==> src/osc_select_cfg.svh <==
// constants for the oscillator select and trim block
`ifndef OSC_SELECT_CFG_SVH
`define OSC_SELECT_CFG_SVH
// ----------------------------------------
// register offsets
// ----------------------------------------
`define OFS_CONTROL 4'h0
`define OFS_TRIM 4'h4
`define OFS_KEY 4'h8
`define OFS_DIVIDE 4'hC
// ----------------------------------------
// fields of control register
// ----------------------------------------
`define POS_REQUEST 0
`define POS_FAIL 3
`define POS_LOCK 7
`define POS_NEW 8
`define POS_CUR 12
`define WID_SRC 3
// ----------------------------------------
// fields of divide register
// ----------------------------------------
`define POS_POST 0
`define POS_MUL 4
`define POS_OUTDIV 8
`define POS_OUTEN 15
// ----------------------------------------
// values
// ----------------------------------------
`define KEY_FIRST 8'h46
`define KEY_SECOND 8'h57
`define RST_TRIM 6'h00
`define RST_DIVIDE 16'h0000
`define TRIM_MAX 6'h1F
`define TRIM_MIN 6'h20
`define MONITOR_LIMIT 8'hFF
`define SWITCH_DELAY 4'h8
`define USB_FREQ_MHZ 48
`define NUM_CLOCK_MODES 11
`endif

==> src/osc_select_pkg.sv <==
// types for the oscillator select and trim block
package osc_select_pkg;
    typedef enum logic [2:0] {
        SRC_FRC = 3'h0,
        SRC_FRC_MUL = 3'h1,
        SRC_PRI = 3'h2,
        SRC_PRI_MUL = 3'h3,
        SRC_SEC = 3'h4,
        SRC_LOW_POWER_RC_OSC = 3'h5,
        SRC_FRC_DIV = 3'h7
    } source_t;
    typedef enum logic [1:0] {
        SUB_EC = 2'h0,
        SUB_XT = 2'h1,
        SUB_HS = 2'h2,
        SUB_OFF = 2'h3
    } submode_t;
    typedef enum {
        SW_IDLE,
        SW_WAIT,
        SW_ADOPT
    } switch_state_t;
endpackage : osc_select_pkg

==> src/clock_divider.sv <==
// programmable divider used for postscaler and clock output
`timescale 1ns/100ps
module clock_divider #(
    parameter int WIDTH = 8
) (
    input wire logic clk_sys,
    input wire logic rst,
    input wire logic [WIDTH-1:0] ratio,
    input wire logic enable,
    output logic tick
);
    logic [WIDTH-1:0] count_q;
    always_ff @(posedge clk_sys or posedge rst) begin
        if (rst) begin
            count_q <= '0;
            tick <= 1'b0;
        end else if (!enable) begin
            count_q <= '0;
            tick <= 1'b0;
        end else if (count_q >= ratio) begin
            count_q <= '0;
            tick <= 1'b1;
        end else begin
            count_q <= count_q + 1'b1;
            tick <= 1'b0;
        end
    end
endmodule : clock_divider

==> src/osc_select.sv <==
// oscillator source selection, trim and clock control
`timescale 1ns/100ps
`include "osc_select_cfg.svh"
module osc_select #(
    parameter logic [2:0] MUL_RESET = 3'h0
) (
    input wire logic clk_sys,
    input wire logic rst,
    input wire logic wb_cyc_i,
    input wire logic wb_stb_i,
    input wire logic wb_we_i,
    input wire logic [3:0] wb_adr_i,
    input wire logic [3:0] wb_sel_i,
    input wire logic [31:0] wb_dat_i,
    output logic [31:0] wb_dat_o,
    output logic wb_ack_o,
    input wire logic [1:0] switch_monitor_config,
    input wire logic [2:0] initial_source_config,
    input wire logic [1:0] primary_submode_config,
    input wire logic sourceReady,
    input wire logic activeClockPulse,
    output logic [2:0] sourceSelect,
    output logic [1:0] primarySubmode,
    output logic [5:0] rc_trim_code,
    output logic [2:0] usbMultiplier,
    output logic cpuClockTick,
    output logic clockOut,
    output logic clockFail
);
    import osc_select_pkg::*;
    // ----------------------------------------
    // synchronised pins
    // ----------------------------------------
    logic [2:0] readySync_q;
    logic [2:0] pulseSync_q;
    always_ff @(posedge clk_sys or posedge rst) begin
        if (rst) begin
            readySync_q <= 3'h0;
            pulseSync_q <= 3'h0;
        end else begin
            readySync_q <= {readySync_q[1:0], sourceReady};
            pulseSync_q <= {pulseSync_q[1:0], activeClockPulse};
        end
    end
    logic readyNow;
    logic pulseSeen;
    assign readyNow = readySync_q[2] & readySync_q[1];
    assign pulseSeen = (pulseSync_q[2] != pulseSync_q[1]);
    // ----------------------------------------
    // configuration latched after reset
    // ----------------------------------------
    logic cfgDone_q;
    logic switchEnable_q;
    logic monitorEnable_q;
    logic [2:0] initSrc_q;
    always_ff @(posedge clk_sys or posedge rst) begin
        if (rst) begin
            cfgDone_q <= 1'b0;
            switchEnable_q <= 1'b0;
            monitorEnable_q <= 1'b0;
            initSrc_q <= 3'h0;
            primarySubmode <= 2'h3;
        end else if (!cfgDone_q) begin
            cfgDone_q <= 1'b1;
            switchEnable_q <= (switch_monitor_config == 2'h0);
            monitorEnable_q <= !switch_monitor_config[1];
            initSrc_q <= initial_source_config;
            primarySubmode <= primary_submode_config;
        end
    end
    // ----------------------------------------
    // bus slave
    // ----------------------------------------
    logic access;
    logic wrCtl;
    logic wrTrim;
    logic wrKey;
    logic wrDiv;
    assign access = wb_cyc_i & wb_stb_i & !wb_ack_o;
    assign wrCtl = access & wb_we_i & (wb_adr_i == `OFS_CONTROL);
    assign wrTrim = access & wb_we_i & (wb_adr_i == `OFS_TRIM) & wb_sel_i[0];
    assign wrKey = access & wb_we_i & (wb_adr_i == `OFS_KEY) & wb_sel_i[0];
    assign wrDiv = access & wb_we_i & (wb_adr_i == `OFS_DIVIDE);
    // ----------------------------------------
    // unlock sequence
    // ----------------------------------------
    logic [1:0] keyStage_q;
    always_ff @(posedge clk_sys or posedge rst) begin
        if (rst) begin
            keyStage_q <= 2'h0;
        end else if (wrKey) begin
            if (wb_dat_i[7:0] == `KEY_FIRST) begin
                keyStage_q <= 2'h1;
            end else if (keyStage_q == 2'h1 && wb_dat_i[7:0] == `KEY_SECOND) begin
                keyStage_q <= 2'h2;
            end else begin
                keyStage_q <= 2'h0;
            end
        end else if (wrCtl && wb_sel_i[1]) begin
            keyStage_q <= 2'h0;
        end
    end
    // ----------------------------------------
    // source switching
    // ----------------------------------------
    switch_state_t state_q;
    logic [2:0] newSrc_q;
    logic request_q;
    logic [3:0] wait_q;
    always_ff @(posedge clk_sys or posedge rst) begin
        if (rst) begin
            newSrc_q <= 3'h0;
        end else if (!cfgDone_q) begin
            newSrc_q <= initial_source_config;
        end else if (wrCtl && wb_sel_i[1] && keyStage_q == 2'h2) begin
            newSrc_q <= wb_dat_i[`POS_NEW +: `WID_SRC];
        end
    end
    always_ff @(posedge clk_sys or posedge rst) begin
        if (rst) begin
            state_q <= SW_IDLE;
            request_q <= 1'b0;
            wait_q <= 4'h0;
            sourceSelect <= 3'h0;
        end else if (!cfgDone_q) begin
            sourceSelect <= initial_source_config;
        end else if (!switchEnable_q) begin
            request_q <= 1'b0;
            state_q <= SW_IDLE;
            sourceSelect <= initSrc_q;
        end else begin
            case (state_q)
                SW_IDLE: begin
                    if (wrCtl && wb_sel_i[0] && wb_dat_i[`POS_REQUEST]) begin
                        request_q <= 1'b1;
                        wait_q <= `SWITCH_DELAY;
                        state_q <= SW_WAIT;
                    end
                end
                SW_WAIT: begin
                    if (wait_q != 4'h0) begin
                        wait_q <= wait_q - 4'h1;
                    end else if (readyNow) begin
                        state_q <= SW_ADOPT;
                    end
                end
                SW_ADOPT: begin
                    sourceSelect <= newSrc_q;
                    request_q <= 1'b0;
                    state_q <= SW_IDLE;
                end
                default: begin
                    state_q <= SW_IDLE;
                end
            endcase
        end
    end
    // ----------------------------------------
    // fail-safe monitor
    // ----------------------------------------
    logic [7:0] silent_q;
    always_ff @(posedge clk_sys or posedge rst) begin
        if (rst) begin
            silent_q <= 8'h00;
            clockFail <= 1'b0;
        end else if (!monitorEnable_q || pulseSeen) begin
            silent_q <= 8'h00;
            if (wrCtl && wb_sel_i[0] && !wb_dat_i[`POS_FAIL]) begin
                clockFail <= 1'b0;
            end
        end else if (silent_q == `MONITOR_LIMIT) begin
            clockFail <= 1'b1;
        end else begin
            silent_q <= silent_q + 8'h01;
            if (wrCtl && wb_sel_i[0] && !wb_dat_i[`POS_FAIL]) begin
                clockFail <= 1'b0;
            end
        end
    end
    // ----------------------------------------
    // trim and divide registers
    // ----------------------------------------
    logic [15:0] divide_q;
    always_ff @(posedge clk_sys or posedge rst) begin
        if (rst) begin
            rc_trim_code <= `RST_TRIM;
        end else if (wrTrim) begin
            rc_trim_code <= wb_dat_i[5:0];
        end
    end
    always_ff @(posedge clk_sys or posedge rst) begin
        if (rst) begin
            divide_q <= `RST_DIVIDE;
            usbMultiplier <= MUL_RESET;
        end else if (wrDiv) begin
            if (wb_sel_i[0]) begin
                divide_q[7:0] <= wb_dat_i[7:0];
                usbMultiplier <= wb_dat_i[`POS_MUL +: 3];
            end
            if (wb_sel_i[1]) begin
                divide_q[15:8] <= wb_dat_i[15:8];
            end
        end
    end
    // ----------------------------------------
    // postscaler and clock output
    // ----------------------------------------
    logic outTick;
    clock_divider #(.WIDTH(3)) postDiv (
        .clk_sys(clk_sys),
        .rst(rst),
        .ratio(divide_q[`POS_POST +: 3]),
        .enable(1'b1),
        .tick(cpuClockTick)
    );
    clock_divider #(.WIDTH(7)) outDiv (
        .clk_sys(clk_sys),
        .rst(rst),
        .ratio(divide_q[`POS_OUTDIV +: 7]),
        .enable(divide_q[`POS_OUTEN]),
        .tick(outTick)
    );
    always_ff @(posedge clk_sys or posedge rst) begin
        if (rst) begin
            clockOut <= 1'b0;
        end else if (!divide_q[`POS_OUTEN]) begin
            clockOut <= 1'b0;
        end else if (outTick) begin
            clockOut <= !clockOut;
        end
    end
    // ----------------------------------------
    // read data and acknowledge
    // ----------------------------------------
    logic [31:0] readData;
    always_comb begin
        readData = 32'h0000_0000;
        case (wb_adr_i)
            `OFS_CONTROL: begin
                readData[`POS_REQUEST] = request_q;
                readData[`POS_FAIL] = clockFail;
                readData[`POS_LOCK] = (keyStage_q != 2'h2);
                readData[`POS_NEW +: `WID_SRC] = newSrc_q;
                readData[`POS_CUR +: `WID_SRC] = sourceSelect;
            end
            `OFS_TRIM: readData[5:0] = rc_trim_code;
            `OFS_KEY: readData[1:0] = keyStage_q;
            `OFS_DIVIDE: readData[15:0] = {divide_q[15:8], 1'b0, usbMultiplier, divide_q[3:0]};
            default: readData = 32'h0000_0000;
        endcase
    end
    always_ff @(posedge clk_sys or posedge rst) begin
        if (rst) begin
            wb_ack_o <= 1'b0;
            wb_dat_o <= 32'h0000_0000;
        end else begin
            wb_ack_o <= access;
            wb_dat_o <= access ? readData : 32'h0000_0000;
        end
    end
endmodule : osc_select

==> config.mk <==
export PLATFORM = sky130hd
export DESIGN_NAME = osc_select
export DESIGN_NICKNAME = d
export VERILOG_FILES = /design/src/osc_select_pkg.sv /design/src/clock_divider.sv /design/src/osc_select.sv
export VERILOG_INCLUDE_DIRS = /design/src
export SDC_FILE = /design/constraint.sdc
export NUM_CORES = 1
export LEC_CHECK = 0
export BUFFER_PORTS_ARGS = -buffer_cell sky130_fd_sc_hd__clkbuf_2
export CORE_ASPECT_RATIO = 1.2
export CORE_MARGIN = 5
export CORE_UTILIZATION = 25
export CTS_CLUSTER_SIZE = 12
export DETAILED_ROUTE_END_ITERATION = 10
export SETUP_SLACK_MARGIN = 0.2
export SLEW_MARGIN = 0
export SYNTH_ARGS = -nofsm -noshare
export SYNTH_HDL_FRONTEND = slang
export SYNTH_SLANG_ARGS = --single-unit
==> constraint.sdc <==
create_clock -name clk_sys -period 4 [get_ports clk_sys]
set_input_delay 0.4 -clock clk_sys [delete_from_list [all_inputs] [get_ports clk_sys]]
set_output_delay 0.4 -clock clk_sys [all_outputs]
set_load 0.01 [all_outputs]
==> results of run 1 <==
final cells by class:
type | instances | area, um^2
fill | 1709 | 11400
sequential | 89 | 2230
clock buffer | 11 | 243
clock inverter | 5 | 78.8
timing repair buffer | 70 | 353
multi-input combinational | 248 | 1740
inverter | 19 | 72.6
tap | 212 | 265
registers in the layout, summed over array words and instances (netlist names), 3 cells and up:
register and cells:
wb_dat_o 16, sourceSelect 3, rc_trim_code 6, usbMultiplier 3, wait_q 4, silent_q 8, postDiv.count_q 3, initSrc_q 3
newSrc_q 3, outDiv.count_q 7, divide_q 12, readySync_q 3, pulseSync_q 3
worst max-delay path, stage by stage, from the launching register on:
cell,delay (ps)
dfrtp_1,410
and4b_1,480
nand2_4,80
or3_1,540
mux2_4,360
cell usage after synthesis, types with 3 or more instances:
cell type	n
dfrtp_1	87
nand2_1	38
nor2_1	29
mux2_2	23
inv_1	19
buf_4	16
ha_1	15
nand3_1	14
clkbuf_1	9
mux2i_1	9
xnor2_1	9
o21ai_0	8
a21oi_1	6
a22o_1	6
and3_1	6
mux2_4	6
nand2b_1	6
nor3_1	5
a21o_1	4
o31ai_1	4
and2_1	3
and4b_1	3
o211ai_1	3
xor2_1	3
layer usage:
metal	routed length, um	GRT usage, %	vias to the layer above
met4	146	2.97	0
li1	-	-	1384
met5	0	0	-
met1	3610	11.2	1448
met2	4710	16.3	74
met3	573	3.74	14
worst min path at each step:
stage              startpoint             end  depth (start not counted)  slack (ps)
4_1_cts           sourceReady  readySync_q[0]                          1         150
3_3_place_gp   pulseSync_q[0]  pulseSync_q[1]                          0         340
3_5_place_dp   pulseSync_q[0]  pulseSync_q[1]                          0         330
5_1_grt           sourceReady  readySync_q[0]                          1         150
2_1_floorplan  pulseSync_q[0]  pulseSync_q[1]                          0         330
6_report                  rst  pulseSync_q[0]                          2         150
logic make-up after synthesis:
group	Yosys count	share of synthesized area, %
DFF	89	53.5
AOI/OAI and AO/OA	44	7.57
muxes	39	11.1
other	2	0.180
buffers and inverters	47	6.07
adders and majority gates	15	4.51
and+or+nand+nor	121	14.5
xor gates and xnor gates	12	2.52
stage by stage:
| stage | hold WS [ps] | cell area, um^2 | instances | util, % |
|---|---|---|---|---|
| 6_report | 145 | 4980 | 654 | 30.5 |
| 5_1_grt | 150 | 4980 | 654 | 30.5 |
| 4_1_cts | 150 | 4980 | 654 | 30.5 |
| 3_5_place_dp | 335 | 4660 | 638 | 28.5 |
| 3_3_place_gp | 337 | 4660 | 638 | 28.5 |
| 2_1_floorplan | 331 | 4220 | 384 | - |
report_power, final:
part           total [uW]  switching (uW)  internal (uW)
sequential            993            41.1            951
clock                 893             330            563
combinational         196             110           85.8
==> results.toml, run 1 <==
[worst_setup_path]
path_max_fanout = 6
endpoint_kind = "flip-flop"
r2r_end = "rc_trim_code[1]"
setup.worst_path.class = "reg -> reg"
crit_path_start_kind = "flip-flop"
crit_start = "wb_ack_o"
r2r_start = "wb_ack_o"
ff2ff_path_depth = 4
r2r_setup_slack_ps = 2000
critical_path_required_ps = 4220
crit_arrival_ps = 2220
worstSetupEndpoint = "rc_trim_code[1]"

[drt]
routedWlPerCell_um = 13.8
drt_wl_total_mm = 9.04
first_pass_iters = 5
vias = 2920
routed_via_density = 4.46
drc = 0
drt_iter0_drc = 133
ant_nets = 0

[yosys]
synth.area.top_cells = "dfrtp_1, mux2_2, ha_1"
ys_ff_latch = 89
yosys.cell_types.count = 54
ys_seq_area_share_pct = 53.5
synth_edf_count = 0
synth_top_cell_by_area = "dfrtp_1"
syn_avg_cell_area_um2 = 11.3
ys.warnings.count = 0
ys_async_sr_fraction_pct = 100
yosysTopAreaCellShare_pct = 52.3
synthFlopType = "dfrtp_1"
synth_cells = 369
synth_area_mm2 = 0.00417

[grt]
antenna_found_initial = 0
grt_pass1_wl_mm = 14.8
grt_pass1_vias = 3005
gr-total-overflow = 0
grt_util_all_layers_pct = 9.60
grt_start_max_net_pins = 47

[placement]
place_congestion = 0.822
post-place-ws_ps = 1940
port_buffers = 69
dp_hpwl_mm = 7.12

[sta]
setup_tns_ps = 0
fmax_ghz = 0.500
hold_violations = 0
setup_ws_ps = 2000
period_share_pct = 50.0
period_needed_ps = 2000
setup_viol = 0
clock_skew_ps = 5.97
slew_headroom_pct = 40.9
rsz0062_at_grt = "no"
drv_slew = 0
worst_pin_slew_ps = 879

[power_and_ir_drop]
power.leakage_uw = 0.00242
ir_drop_uv = 197
power.density_mw_per_mm2 = 418
power_uw = 2080

[cells_and_area]
area_growth_pct = 19.6
final_cell_mix = "dfrtp_1, clkbuf_2, nand2_1"
fin_nets = 506
layout-drive-gt1-share_pct = 28.1
layout_commonest_cell = "dfrtp_1"
diodes = 0

[clocking]
cts_max_level = 3
cts_num_sinks = 89
root_buffer = "clkbuf_16"
path_clk_slew_ps = 60
cts_made_buffers = 9
cts_resized = 0
cts_hold_buf = 0
clockBufferDepth = 2
cts_tree = "done"
post_cts_buffers = 0
clk_latency_ps = 330

[floorplan]
start_util_pct = 25.5
die_y_um = 151
dieArea_mm2 = 0.0194
std_cell_rows = 51
ioPinCount = 104
die_width_um = 128
core_mm2 = 0.0163

[hold_path]
hold_path_class = "in -> async"

[outcome]
outcome = "finished, final reports clean"

[flow_run]
maxCapViolations = 0
Power figures use the tool's default switching activity.
==> run 2, diff against run 1 <==
- clock period: 4 -> 2 ns (I/O delays scaled with it)
==> results.toml, run 2 (same netlist as run 1, synthesis figures left out) <==
[cells_and_area]
largestRegisters = "wb_dat_o x16, divide_q x12, silent_q x8"
largest_reg_flops = 16
area_growth_pct = 24.0
fin_util_pct = 31.6
final_cell_mix = "dfrtp_1, clkbuf_2, nand2_1"
nFillCells = 1696
largest_register = "wb_dat_o"
layout_commonest_cell = "dfrtp_1"
diodes = 0
layout-drive-gt1-share_pct = 31.4
fin_nets = 519
fin_area_mm2 = 0.00517

[clocking]
path_clk_slew_ps = 60
root_buffer = "clkbuf_16"
clk_latency_ps = 340
cts_made_buffers = 9
clockBufferDepth = 2
cts_tree = "done"
cts_num_sinks = 89
cts_max_level = 3

[worst_setup_path]
path_max_fanout = 6
setup.worst_path.class = "reg -> reg"
slowest_stage = "or3_4"
slowest_delay_ps = 440
crit_path_start_kind = "flip-flop"
crit_arrival_ps = 1940
crit_chain = "and4b_2 -> nand2_4 -> or3_4 -> mux2_4"
critical_path_required_ps = 2220
endpoint_kind = "flip-flop"

[floorplan]
dieArea_mm2 = 0.0194
std_cell_rows = 51
core_mm2 = 0.0163
die_width_um = 128
die_y_um = 151
start_util_pct = 25.5
ioPinCount = 104

[sta]
hold_violations = 0
rsz0062_at_grt = "yes"
drv_slew = 0
slew_headroom_pct = 59.5
clock_skew_ps = 5.82
worst_pin_slew_ps = 606
fmax_ghz = 0.583
setup_viol = 0
period_share_pct = 85.7
setup_tns_ps = 0
period_needed_ps = 1710

[outcome]
outcome = "finished, final reports clean"

[grt]
gr-total-overflow = 0
grt_start_max_net_pins = 46
grt_pass1_wl_mm = 15.4
antenna_found_initial = 1
grt_pass1_vias = 3057
grt_util_all_layers_pct = 10.2

[drt]
drt_iter0_drc = 102
vias = 2898
first_pass_iters = 4
drc = 0
routed_via_density = 4.34
routedWlPerCell_um = 14.0
drt_wl_total_mm = 9.37
ant_nets = 0

[power_and_ir_drop]
power.leakage_uw = 0.00249
power.density_mw_per_mm2 = 823
ir_drop_uv = 409
power_uw = 4250

[hold_path]
hold_path_class = "in -> reg"

[flow_run]
maxCapViolations = 0

[placement]
port_buffers = 69
dp_hpwl_mm = 7.38
placed_area_mm2 = 0.00473
place_congestion = 0.833
run 2: cell count changes in the layout (fill, tap and decap cells not counted), sizes merged:
cell | previous run | this run
buf | 1 | 11
dlygate4sd3 | 0 | 3
clkinv | 4 | 2
clkinvlp | 0 | 2
clkbuf | 80 | 79
inv | 18 | 19
run 2: final timing paths:
check,cells past startpoint,start,slack [ps],end
setup / recovery,4,wb_ack_o,290,rc_trim_code[2]
hold reg to reg,0,readySync_q[0],350,readySync_q[1]
min in group asynchronous,3,rst,470,silent_q[2]
max in group asynchronous,4,rst,860,primarySubmode[1]
setup reg to reg,4,wb_ack_o,290,rc_trim_code[2]
hold / removal,2,switch_monitor_config[0],30,switchEnable_q
run 2: area by class of cell:
type | instances | area (um^2) | share of cell area, %
well taps | 212 | 265 | 5.13
inverters | 19 | 75.1 | 1.45
clock inverters | 6 | 90.1 | 1.74
clock buffers | 10 | 239 | 4.63
repair buffers | 83 | 470 | 9.11
multi-input cells | 248 | 1800 | 34.8
flip-flops and latches | 89 | 2230 | 43.2
run 2: power by group:
group / leakage [uW] / total [uW] / internal [uW] / switching [uW]
Sequential: 0.00117 / 1980 / 1900 / 77.8
Clock: 0.000159 / 1840 / 1130 / 706
Combinational: 0.00116 / 430 / 194 / 236
run 2: layer usage:
metal  wire length, um  share of wire [%]  up-vias  global-route usage (%)
met3               660                7.0       14                    3.46
met5                13               0.14        -                       0
met4               159                1.7        2                    4.72
met1              3950                 42     1419                    12.1
li1                  -                  -     1401                       -
met2              4590                 49       62                    16.5
run 2: per-stage QoR:
| stage | std cells | worst slack (ps) | hold WS [ps] |
|---|---|---|---|
| after floorplan | 384 | 252 | 231 |
| after detailed placement | 646 | 119 | 291 |
| after global placement | 646 | 136 | 286 |
| after CTS | 665 | 221 | 16.7 |
| after global routing | 667 | 187 | 25.4 |
| final | 667 | 286 | 31.3 |
run 2: critical path, delay by kind of cell (launching register included):
family        cells  cell delay, ps
flops             1             400
mux               1             320
simple gates      3             880
run 2: what timing repair did:
item / CTS / global route
setup buffers: 0 / 2
endpoints found under the hold margin: 27 / 0
endpoints found under the setup margin: 16 / 18
pin swaps: 2 / 4
hold buffers: 3 / 0
gates resized for setup: 4 / 5
